==> src/logic/laser_pkg.sv <==
// Purpose: Shared constants for the laser interlock and status logic.
// Assumes: pclk runs at 50 MHz.
// Notes: Times are kept in their own units; cycle counts derive from them.

package laser_pkg;

   // ----------------------------------------
   // Timing
   // ----------------------------------------
   localparam int CLK_HZ = 50_000_000;
   localparam int ENABLE_DELAY_MS = 5000;
   localparam int ENABLE_DELAY_CYC = (CLK_HZ / 1000) * ENABLE_DELAY_MS;
   localparam int TICKLE_GAP_US = 200;
   localparam int TICKLE_GAP_CYC = (CLK_HZ / 1_000_000) * TICKLE_GAP_US;
   localparam int TICKLE_WIDTH_US = 2;
   localparam int TICKLE_WIDTH_CYC = (CLK_HZ / 1_000_000) * TICKLE_WIDTH_US;
   localparam int STUCK_HIGH_US = 1000;
   localparam int STUCK_HIGH_CYC = (CLK_HZ / 1_000_000) * STUCK_HIGH_US;
   localparam int DEBOUNCE_US = 1;
   localparam int DEBOUNCE_CYC = (CLK_HZ / 1_000_000) * DEBOUNCE_US;

   // ----------------------------------------
   // Register map
   // ----------------------------------------
   localparam logic [7:0] CTRL_ADDR = 8'h00;
   localparam logic [7:0] STATUS_ADDR = 8'h04;
   localparam logic [7:0] IRQ_STAT_ADDR = 8'h08;
   localparam logic [7:0] IRQ_MASK_ADDR = 8'h0c;

   localparam int CTRL_FITTED_BIT = 0;
   localparam int CTRL_INHIBIT_BIT = 1;
   localparam logic [1:0] CTRL_RESET = 2'h0;

   localparam int ST_READY_BIT = 0;
   localparam int ST_ARMED_BIT = 1;
   localparam int ST_COUNT_BIT = 2;
   localparam int ST_EMISSION_LAMP_BIT = 3;
   localparam int ST_FAULT_BIT = 4;
   localparam int ST_STUCK_BIT = 5;
   localparam int ST_ILOCK_BIT = 6;
   localparam int ST_SHUT_BIT = 7;

   localparam int IRQ_ARMED_BIT = 0;
   localparam int IRQ_ILOCK_LOST_BIT = 1;
   localparam int IRQ_FAULT_BIT = 2;
   localparam int IRQ_STUCK_BIT = 3;
   localparam int IRQ_W = 4;
   localparam logic [3:0] IRQ_RESET = 4'h0;

endpackage : laser_pkg

==> src/logic/emission_lamp_if.sv <==
// Purpose: Carries the power command path between control and pulse monitor.
// Assumes: One clock domain.
// Notes: None.

`timescale 1ns/100ps

interface emission_lamp_if;
   logic cmd;
   logic enable;
   logic stuck;
   logic tickle;
   logic drive;

   modport ctl (output cmd, output enable, input stuck, input tickle, input drive);
   modport mon (input cmd, input enable, output stuck, output tickle, output drive);
endinterface : emission_lamp_if

==> src/logic/input_debounce.sv <==
// Purpose: Synchronises and debounces slow user inputs.
// Assumes: Inputs change far slower than the debounce time.
// Notes: Output follows only after the input is stable for CNT cycles.

`timescale 1ns/100ps

module input_debounce #(
   parameter int W = 3,
   parameter int CNT = laser_pkg::DEBOUNCE_CYC
) (
   input wire logic pclk,
   input wire logic presetn,
   input wire logic [W-1:0] raw,
   output logic [W-1:0] clean
);

   localparam int CW = $clog2(CNT + 1);

   genvar i;
   generate
      for (i = 0; i < W; i++) begin : g_bit
         logic meta;
         logic sync;
         logic [CW-1:0] stable;

         always_ff @(posedge pclk or negedge presetn) begin
            if (!presetn) begin
               meta <= 1'b0;
               sync <= 1'b0;
            end else begin
               meta <= raw[i];
               sync <= meta;
            end
         end

         always_ff @(posedge pclk or negedge presetn) begin
            if (!presetn) begin
               stable <= '0;
               clean[i] <= 1'b0;
            end else if (sync == clean[i]) begin
               stable <= '0;
            end else if (stable == CW'(CNT - 1)) begin
               stable <= '0;
               clean[i] <= sync;
            end else begin
               stable <= stable + 1'b1;
            end
         end
      end
   endgenerate

endmodule : input_debounce

==> src/logic/pulse_monitor.sv <==
// Purpose: Gates the power command, detects full duty and makes tickle pulses.
// Assumes: Command up to 100 kHz.
// Notes: Command is synchronised but not debounced, to keep pulse widths.

`timescale 1ns/100ps

module pulse_monitor #(
   parameter int GAP_CYC = laser_pkg::TICKLE_GAP_CYC,
   parameter int STUCK_CYC = laser_pkg::STUCK_HIGH_CYC,
   parameter int WIDTH_CYC = laser_pkg::TICKLE_WIDTH_CYC
) (
   input wire logic pclk,
   input wire logic presetn,
   emission_lamp_if.mon lk
);

   localparam int GW = $clog2(GAP_CYC + 1);
   localparam int SW = $clog2(STUCK_CYC + 1);
   localparam int TW = $clog2(WIDTH_CYC + 1);

   logic meta;
   logic cmd;
   logic [GW-1:0] off_cnt;
   logic [SW-1:0] high_cnt;
   logic [TW-1:0] tick_cnt;

   always_ff @(posedge pclk or negedge presetn) begin
      if (!presetn) begin
         meta <= 1'b0;
         cmd <= 1'b0;
      end else begin
         meta <= lk.cmd;
         cmd <= meta;
      end
   end

   // ----------------------------------------
   // Full duty detection
   // ----------------------------------------
   always_ff @(posedge pclk or negedge presetn) begin
      if (!presetn) begin
         high_cnt <= '0;
         lk.stuck <= 1'b0;
      end else if (!cmd) begin
         high_cnt <= '0;
         lk.stuck <= 1'b0;
      end else if (high_cnt == SW'(STUCK_CYC - 1)) begin
         lk.stuck <= 1'b1;
      end else begin
         high_cnt <= high_cnt + 1'b1;
      end
   end

   // ----------------------------------------
   // Tickle generator
   // ----------------------------------------
   always_ff @(posedge pclk or negedge presetn) begin
      if (!presetn) begin
         off_cnt <= '0;
         tick_cnt <= '0;
         lk.tickle <= 1'b0;
      end else if (cmd || !lk.enable) begin
         off_cnt <= '0;
         tick_cnt <= '0;
         lk.tickle <= 1'b0;
      end else if (lk.tickle) begin
         if (tick_cnt == TW'(WIDTH_CYC - 1)) begin
            lk.tickle <= 1'b0;
            tick_cnt <= '0;
         end else begin
            tick_cnt <= tick_cnt + 1'b1;
         end
      end else if (off_cnt == GW'(GAP_CYC - 1)) begin
         off_cnt <= '0;
         lk.tickle <= 1'b1;
      end else begin
         off_cnt <= off_cnt + 1'b1;
      end
   end

   always_ff @(posedge pclk or negedge presetn) begin
      if (!presetn) begin
         lk.drive <= 1'b0;
      end else begin
         lk.drive <= lk.enable && ((cmd && !lk.stuck) || lk.tickle);
      end
   end

endmodule : pulse_monitor

==> src/logic/laser_interlock_status_logic.sv <==
// Purpose: Enable countdown, interlock gating and status outputs of the laser.
// Assumes: APB slave with zero wait states; inputs high when voltage applied.
// Notes: Switched outputs are closed while their output enable is high.
//
// Function
// - Reset/start asserted holds laser disabled.
// - Release lights ready, starts five-second countdown.
// - Lasing only while interlock input asserted.
// - Lasing output closed only while beam emitted.
// - Fault output closed on overtemp or no-strike.
// - Ready output closed while laser enabled.
// - Lasing inhibited five seconds after ready closes.
// - Shutter request enables laser, actuates shutter.
// - Shutter opens only with interlock and ready.
// - Shutter-open output needs interlock and shutter request.
// - Interlock-open output closed while interlock open.
// - Full duty command halts lasing, shows fault.
// - Off time over 200 us emits tickle.
// - Interlock loss clears ready, shutter; not latched.

`timescale 1ns/100ps

module laser_interlock_status_logic #(
   parameter int ENABLE_DELAY_CYC = laser_pkg::ENABLE_DELAY_CYC,
   parameter int TICKLE_GAP_CYC = laser_pkg::TICKLE_GAP_CYC,
   parameter int STUCK_HIGH_CYC = laser_pkg::STUCK_HIGH_CYC,
   parameter int DEBOUNCE_CYC = laser_pkg::DEBOUNCE_CYC
) (
   input wire logic pclk,
   input wire logic presetn,
   input wire logic psel,
   input wire logic penable,
   input wire logic pwrite,
   input wire logic [7:0] paddr,
   input wire logic [31:0] pwdata,
   output logic [31:0] prdata,
   output logic pready,
   output logic pslverr,
   output logic irq,
   input wire logic reset_start_req,
   input wire logic interlock_req,
   input wire logic shutter_req,
   input wire logic pwm_cmd,
   input wire logic temp_over,
   input wire logic no_strike,
   output logic rf_drive,
   output logic motorized_beam_blocker,
   output logic emission_lamp,
   output logic overtemp_lamp,
   output logic shutter_lamp,
   output logic [4:0] switched_out,
   output logic [4:0] switched_oe
);

   localparam int CW = $clog2(ENABLE_DELAY_CYC + 1);

   typedef enum logic [1:0] {
      ST_HOLD,
      ST_COUNT,
      ST_ARMED
   } enable_state_t;

   enable_state_t state;
   logic [CW-1:0] delay_cnt;
   logic [2:0] clean;
   logic hold_in;
   logic ilock;
   logic shut;
   logic ready;
   logic armed;
   logic lasing;
   logic fault;
   logic [1:0] ctrl;
   logic [3:0] irq_stat;
   logic [3:0] irq_mask;
   logic [3:0] irq_event;
   logic [3:0] prev;
   logic wr;
   logic rd;
   logic hit;
   logic [7:0] status;

   emission_lamp_if lk ();

   // ----------------------------------------
   // Input conditioning
   // ----------------------------------------
   input_debounce #(
      .W(3),
      .CNT(DEBOUNCE_CYC)
   ) u_debounce (
      .pclk(pclk),
      .presetn(presetn),
      .raw({shutter_req, interlock_req, reset_start_req}),
      .clean(clean)
   );

   assign hold_in = clean[0];
   assign ilock = clean[1];
   assign shut = clean[2];

   // ----------------------------------------
   // Enable countdown
   // ----------------------------------------
   always_ff @(posedge pclk or negedge presetn) begin
      if (!presetn) begin
         state <= ST_HOLD;
         delay_cnt <= '0;
      end else begin
         case (state)
            ST_HOLD: begin
               delay_cnt <= '0;
               if (!hold_in && ilock) begin
                  state <= ST_COUNT;
               end
            end
            ST_COUNT: begin
               if (hold_in || !ilock) begin
                  state <= ST_HOLD;
                  delay_cnt <= '0;
               end else if (delay_cnt == CW'(ENABLE_DELAY_CYC - 1)) begin
                  state <= ST_ARMED;
               end else begin
                  delay_cnt <= delay_cnt + 1'b1;
               end
            end
            ST_ARMED: begin
               if (hold_in || !ilock) begin
                  state <= ST_HOLD;
               end
            end
            default: begin
               state <= ST_HOLD;
            end
         endcase
      end
   end

   assign ready = (state != ST_HOLD);
   assign armed = (state == ST_ARMED);

   // ----------------------------------------
   // Lasing gate
   // ----------------------------------------
   assign lk.cmd = pwm_cmd;
   assign lk.enable = armed && ilock && shut && !hold_in
      && !ctrl[laser_pkg::CTRL_INHIBIT_BIT];

   pulse_monitor #(
      .GAP_CYC(TICKLE_GAP_CYC),
      .STUCK_CYC(STUCK_HIGH_CYC),
      .WIDTH_CYC(laser_pkg::TICKLE_WIDTH_CYC)
   ) u_monitor (
      .pclk(pclk),
      .presetn(presetn),
      .lk(lk.mon)
   );

   assign lasing = lk.drive && lk.enable;
   assign fault = temp_over || no_strike || lk.stuck;

   // ----------------------------------------
   // Pin and lamp outputs
   // ----------------------------------------
   always_ff @(posedge pclk or negedge presetn) begin
      if (!presetn) begin
         rf_drive <= 1'b0;
         emission_lamp <= 1'b0;
         overtemp_lamp <= 1'b0;
         shutter_lamp <= 1'b0;
         motorized_beam_blocker <= 1'b0;
         switched_oe <= 5'h00;
      end else begin
         rf_drive <= lasing;
         emission_lamp <= lasing;
         overtemp_lamp <= temp_over;
         shutter_lamp <= ilock && shut && ready;
         motorized_beam_blocker <= ctrl[laser_pkg::CTRL_FITTED_BIT]
            && shut && ilock && ready;
         switched_oe[0] <= lasing;
         switched_oe[1] <= fault;
         switched_oe[2] <= ready;
         switched_oe[3] <= ilock && shut && ready;
         switched_oe[4] <= !ilock;
      end
   end

   assign switched_out = 5'h00;

   // ----------------------------------------
   // Event detection
   // ----------------------------------------
   always_ff @(posedge pclk or negedge presetn) begin
      if (!presetn) begin
         prev <= 4'h0;
      end else begin
         prev <= {lk.stuck, fault, ilock, armed};
      end
   end

   always_comb begin
      irq_event = 4'h0;
      irq_event[laser_pkg::IRQ_ARMED_BIT] = armed && !prev[0];
      irq_event[laser_pkg::IRQ_ILOCK_LOST_BIT] = !ilock && prev[1];
      irq_event[laser_pkg::IRQ_FAULT_BIT] = fault && !prev[2];
      irq_event[laser_pkg::IRQ_STUCK_BIT] = lk.stuck && !prev[3];
   end

   // ----------------------------------------
   // APB slave
   // ----------------------------------------
   assign wr = psel && penable && pwrite;
   assign rd = psel && !pwrite;
   assign pready = 1'b1;

   always_comb begin
      hit = 1'b1;
      case (paddr)
         laser_pkg::CTRL_ADDR: hit = 1'b1;
         laser_pkg::STATUS_ADDR: hit = 1'b1;
         laser_pkg::IRQ_STAT_ADDR: hit = 1'b1;
         laser_pkg::IRQ_MASK_ADDR: hit = 1'b1;
         default: hit = 1'b0;
      endcase
   end

   assign pslverr = psel && penable && !hit;

   always_comb begin
      status = 8'h00;
      status[laser_pkg::ST_READY_BIT] = ready;
      status[laser_pkg::ST_ARMED_BIT] = armed;
      status[laser_pkg::ST_COUNT_BIT] = (state == ST_COUNT);
      status[laser_pkg::ST_EMISSION_LAMP_BIT] = lasing;
      status[laser_pkg::ST_FAULT_BIT] = fault;
      status[laser_pkg::ST_STUCK_BIT] = lk.stuck;
      status[laser_pkg::ST_ILOCK_BIT] = ilock;
      status[laser_pkg::ST_SHUT_BIT] = shut;
   end

   always_ff @(posedge pclk or negedge presetn) begin
      if (!presetn) begin
         ctrl <= laser_pkg::CTRL_RESET;
         irq_mask <= laser_pkg::IRQ_RESET;
      end else if (wr && paddr == laser_pkg::CTRL_ADDR) begin
         ctrl <= pwdata[1:0];
      end else if (wr && paddr == laser_pkg::IRQ_MASK_ADDR) begin
         irq_mask <= pwdata[3:0];
      end
   end

   always_ff @(posedge pclk or negedge presetn) begin
      if (!presetn) begin
         irq_stat <= laser_pkg::IRQ_RESET;
      end else if (wr && paddr == laser_pkg::IRQ_STAT_ADDR) begin
         irq_stat <= (irq_stat & ~pwdata[3:0]) | irq_event;
      end else begin
         irq_stat <= irq_stat | irq_event;
      end
   end

   always_ff @(posedge pclk or negedge presetn) begin
      if (!presetn) begin
         irq <= 1'b0;
      end else begin
         irq <= |(irq_stat & irq_mask);
      end
   end

   always_ff @(posedge pclk or negedge presetn) begin
      if (!presetn) begin
         prdata <= 32'h0000_0000;
      end else if (rd && !penable) begin
         case (paddr)
            laser_pkg::CTRL_ADDR: prdata <= {30'h0, ctrl};
            laser_pkg::STATUS_ADDR: prdata <= {24'h0, status};
            laser_pkg::IRQ_STAT_ADDR: prdata <= {28'h0, irq_stat};
            laser_pkg::IRQ_MASK_ADDR: prdata <= {28'h0, irq_mask};
            default: prdata <= 32'h0000_0000;
         endcase
      end
   end

endmodule : laser_interlock_status_logic

==> config.mk <==
export PLATFORM = sky130hd
export DESIGN_NAME = laser_interlock_status_logic
export DESIGN_NICKNAME = d
export VERILOG_FILES = /design/src/logic/laser_pkg.sv /design/src/logic/emission_lamp_if.sv /design/src/logic/input_debounce.sv /design/src/logic/pulse_monitor.sv /design/src/logic/laser_interlock_status_logic.sv
export SDC_FILE = /design/constraint.sdc
export NUM_CORES = 1
export LEC_CHECK = 0
export BUFFER_PORTS_ARGS = -buffer_cell sky130_fd_sc_hd__buf_2
export CAP_MARGIN = 20
export CORE_ASPECT_RATIO = 1.25
export CORE_MARGIN = 8
export CORE_UTILIZATION = 40
export CTS_CLUSTER_DIAMETER = 40
export CTS_CLUSTER_SIZE = 28
export DETAILED_ROUTE_END_ITERATION = 8
export PLACE_DENSITY_LB_ADDON = 0.08
export SLEW_MARGIN = 5
export SYNTH_ARGS = -nofsm -noshare
export SYNTH_HDL_FRONTEND = slang
export SYNTH_SLANG_ARGS = --single-unit
==> constraint.sdc <==
create_clock -name pclk -period 4 [get_ports pclk]
set_clock_uncertainty 0.05 [all_clocks]
set_input_delay 1.2 -clock pclk [delete_from_list [all_inputs] [get_ports pclk]]
set_output_delay 1.2 -clock pclk [all_outputs]
set_load 0.01 [all_outputs]
**After elaboration in Yosys (flattened, before gate mapping)**

Index checks and enable logic that the tools add are counted.

- Register bits after elaboration: 155
- Latch bits: 0
- Bits in writable memories: 0
- ROM bits: 0
- Output and inout bits: 50
- Memories kept: 0

- Add/sub/neg operators: 7
- Multipliers: 0
- Div/mod/pow operators: 0
- Magnitude comparators: 0
- Eq/ne operators: 22
- Shift operators: 0
- Mux-type cells: 31
- Bitwise logic cells: 9
- Reduce and logical (&&, ||, !) cells: 54

Operators with widths:

| operator | count |
|---|---|
| two-way mux 28 bit | 2 |
| case mux 28 bit (2 select lines) | 1 |
| two-way mux 14 bit | 3 |
| two-way mux 6 bit | 6 |
| two-way mux 16 bit | 2 |
| case mux 8 bit (4 select lines) | 1 |
| adder 28 x 1 -> 28 bit, second input constant | 1 |
| equality test 28 bit, second input constant | 1 |
| logical AND 1 bit | 25 |
| two-way mux 7 bit | 3 |
| adder 6 x 1 -> 6 bit, second input constant | 3 |
| equality test 6 bit, second input constant | 3 |
| adder 16 x 1 -> 16 bit, second input constant | 1 |
| equality test 16 bit, second input constant | 1 |
| equality test 8 x 4 -> 1 bit, second input constant | 2 |
| adder 14 x 1 -> 14 bit, second input constant | 1 |
| equality test 14 bit, second input constant | 1 |
| logical NOT 1 bit | 11 |
| AND reduction 2 bit | 5 |
| bitwise AND 4 bit | 2 |
| equality test 8 x 3 -> 1 bit, second input constant | 1 |
| logical NOT 8 bit | 1 |
| two-way mux 2 bit | 4 |
| != test 2 bit, second input constant | 4 |
| 19 further kinds | 38 |

**Logic depth before layout (Yosys ltp)**

- Word-level depth: 8
- Mapped depth: 7
- Gate-level depth less buffers: 6

**By module**

Synthesis repeated with hierarchy kept, for this count alone.

- Cells, all modules: 660
- Area total of the unflattened synthesis: 6653.9 um^2

Modules (own cells, without submodules):

| module | instances | cells each | area an instance (um^2) | sequential area each (um^2) |
|---|---|---|---|---|
| laser_interlock_status_logic | 1 | 338 | 3251.9 | 1476.4 |
| pulse_monitor | 1 | 228 | 2287.2 | 1051.0 |
| input_debounce | 1 | 94 | 1114.8 | 675.6 |

**Worst setup path after synthesis**

Ideal clock, no wire load.

- Kind: in2out
- Start: in paddr[1]
- End: out pslverr
- Arrival: 1.833 ns
- Required time: 2.750 ns
- Slack: 0.917 ns
- Stages: 3
- Cells stage by stage: nor4_1 nand2_1 and3_1

- Longest elaborated chain between the ends: 5
- Elaborated cells on any way between the ends: 8
- Those cells by class: eq/ne (3); mux (1); reduce/logical (4)

RTL lines:

| item | line | RTL |
|---|---|---|
| start, declared | laser_interlock_status_logic.sv:34 | `input wire logic [7:0] paddr,` |
| equality test 8 x 4 -> 1 bit, or another cell as far along | laser_interlock_status_logic.sv:218 | `case (paddr)` |
| OR reduction 4 bit (no line) * | -- |  |
| two-way mux 1 bit * | laser_interlock_status_logic.sv:218 |  |
| logical NOT 1 bit * | laser_interlock_status_logic.sv:227 | `assign pslverr = psel && penable && !hit;` |
| logical AND 1 bit * | laser_interlock_status_logic.sv:227 |  |
| end, declared | laser_interlock_status_logic.sv:38 | `output logic pslverr,` |

Every way passes the cells marked *; elsewhere a longest branch is shown, timed or not.

**Final worst setup path**

Ends and elaborated chain as after synthesis.

==> out/metrics.cfg <==
[timing]
hold_viol = 0
drv_slew = 0
min_period_ns = 3.34
fin_setup_tns_ns = 0
max_slew.worst_pin.slew_ns = 0.854
rsz0062_at_grt = false
setup_violations = 0
whs_ns = 0.298
slew_headroom_pct = 42.6
timing.fmax_mhz = 299
fin_crit_sh_pct = 83.5

[floorplanning]
fp.dieW_um = 129
start_util_pct = 41.0
rows = 51
dieArea_mm2 = 0.0203
dieHeight_um = 157
ios = 101
coreArea_mm2 = 0.0156

[final_layout]
drive_gt1_share_pct = 14.9
final_core_util_pct = 46.9
fill_cells = 1473
area_growth_pct = 14.4
layout.nets = 753
diodes = 0

[worst_hold_path]
hp-start = u_debounce.g_bit[0].meta
hold_class = flip-flop to flip-flop
hold_end = u_debounce.g_bit[0].sync
whs_path_depth = 0

[clock_network]
cts_tree = built
post_cts_resized = 0
clk_latency_ns = 0.41
postCtsSetupBuffers = 0
cts_made_buffers = 17
clockBufferDepth = 2
clk_pin_slew_ns = 0.06
holdBufCountCts = 0
cts-root-buf = clkbuf_16
cts-htree-levels = 4
cts.sinks = 128

[power_and_ir_drop]
ir_worst_vdd_mv = 0.256
seqPwrFrac_pct = 44.0
p_int_uw = 2380
p_comb_share_pct = 3.2
power.total_uw = 3020
cellLeakagePower_uw = 0.00327
switchingPower_uw = 632
switching_share_pct = 21.0
p_per_area_mw_per_mm2 = 412
clock_power_share_pct = 52.8

[global_route]
antenna_found_initial = 0
track_usage_pct = 14.7
grt_pass1_vias = 4809
grt_first_pass_wirelength_mm = 23.8
overflow = 0
grt_max_degree = 67

[logic_synthesis]
synth_cells = 649
ys_ff_latch = 128
syn_avg_cell_area_um2 = 9.87
synth_edf_count = 0
synth_ff_type = dfrtp_1
synth-seq-area-share_pct = 50.0
synth_top_area_share_pct = 50.0
async_reset_ff_share_pct = 100
syn-cell-area_mm2 = 0.00640
synthTopCellsByArea = dfrtp_1, buf_4, nand2_1
yosys_warnings = 0
synth_top_area_cell = dfrtp_1
ys_types = 64

[drt]
viasPerCell = 5.16
drtAntennaViolNets = 0
drt-total-wl_mm = 13.7
wl_per_cell_um = 14.9
drtIter0Drc = 296
route.detailed.drc = 0
vias = 4729
dr.pass1.iters = 4

[critical_path]
cp-start-kind = input pin
path_max_fanout = 7
critPathRequiredTime_ns = 2.75
r2r_start = delay_cnt[0]
ff2ff_setup_slack_ns = 1.55
cp.arrival_ns = 2.09
r2r_cells = 6
endpoint_kind = primary output
path_class = input pin to primary output
timing.rr.end = delay_cnt[2]

[placement]
io_buffers = 42
dp_hpwl_mm = 9.48
gp_congestion = 0.794

[status]
status = completed

[run]
cap_violations = 0

==> per-stage QoR <==
step,instance area (µm²),cells,setup WS (ns)
floorplan,6510,677,0.917
global placement,6710,885,0.635
detailed placement,6710,885,0.653
CTS,7330,917,0.652
global route,7330,917,0.506
finish,7330,917,0.660
==> layout by cell type (no fill, tap or decap), types with 14 or more instances in the layout <==
cell type and instances:
a21oi_1 18, a31oi_1 14, and2_1 15, buf_2 41, clkbuf_16 17, conb_1 30
dfrtp_1 128, inv_1 20, nand2_1 66, nand3_1 38, nand4_1 14, nor2_1 46
nor3_1 18, o21ai_0 35, or3_1 14, xor2_1 15
==> layout make-up <==
cell class / instances / area [µm²] / area share [%]
Inverter: 20 / 75.1 / 1.02
Sequential cell: 128 / 3200 / 43.7
Clock inverter: 10 / 133 / 1.81
Timing Repair Buffer: 48 / 270 / 3.69
Multi-Input combinational cell: 477 / 2900 / 39.5
Clock buffer: 22 / 484 / 6.61
Tap cell: 212 / 265 / 3.62
==> routing by layer <==
layer	GRT usage, %	wire length (µm)
met5	0	0
met4	6.23	273
met3	3.55	403
met2	24.9	7010
met1	17.3	5980
==> cell usage after synthesis (7+ instances only) <==
| cell type | instances |
|---|---|
| inv_1 | 20 |
| and2_1 | 15 |
| nand4_1 | 14 |
| a21oi_1 | 18 |
| mux2_2 | 11 |
| nand2_1 | 66 |
| ha_1 | 10 |
| a31oi_1 | 14 |
| buf_4 | 34 |
| nor2_1 | 46 |
| or3_1 | 14 |
| nand3_1 | 38 |
| xnor2_1 | 13 |
| nor4_1 | 10 |
| nor3_1 | 18 |
| clkbuf_1 | 15 |
| dfrtp_1 | 128 |
| xor2_1 | 15 |
| and3_1 | 9 |
| a22o_1 | 11 |
| o21ai_0 | 35 |
| nor2b_1 | 7 |
==> worst max path at each step <==
stage	from	end	slack [ns]	depth (start not counted)
after global placement	paddr[1]	pslverr	0.64	5
after CTS	paddr[1]	pslverr	0.65	5
final	paddr[1]	pslverr	0.66	5
after global routing	paddr[1]	pslverr	0.51	5
after detailed placement	paddr[1]	pslverr	0.65	5
after floorplan	paddr[1]	pslverr	0.92	3
==> power groups by stage <==
stage	sequential (µW)	clock [µW]	combinational (µW)
2_1_floorplan	1350	0	70.1
3_3_place_gp	1350	0	96.3
3_5_place_dp	1350	0	98.1
4_1_cts	1330	1640	98.4
5_1_grt	1330	1700	112
6_report	1330	1590	96.1
==> cells by family after synthesis <==
logic type                 Yosys count  share of synthesized area [%]
AOI/OAI and AO/OA                  121                           12.2
xor gates and xnor gates            28                           3.83
adders and majority gates           10                           1.95
buffers and inverters               72                           6.37
DFF                                128                           50.0
muxes                               17                           3.26
other                                2                          0.117
and+or+nand+nor                    271                           22.3
==> worst max-delay path, cell delays in order <==
cell	delay, ns
buf_2	0.09
nor4_1	0.25
nand2_1	0.19
and3_1	0.22
buf_2	0.13
==> flip-flops by register name (all words and copies together) (netlist names), 2 cells and up <==
| name | cells |
|---|---|
| delay_cnt | 28 |
| u_debounce.g_bit.stable | 18 |
| state | 2 |
| u_monitor.high_cnt | 16 |
| prev | 4 |
| prdata | 8 |
| u_debounce.clean | 3 |
| u_debounce.g_bit.meta | 3 |
| switched_oe | 4 |
| u_debounce.g_bit.sync | 3 |
| irq_mask | 4 |
| u_monitor.off_cnt | 14 |
| u_monitor.tick_cnt | 7 |
| ctrl | 2 |
| irq_stat | 4 |
Power figures use the tool's default switching activity.
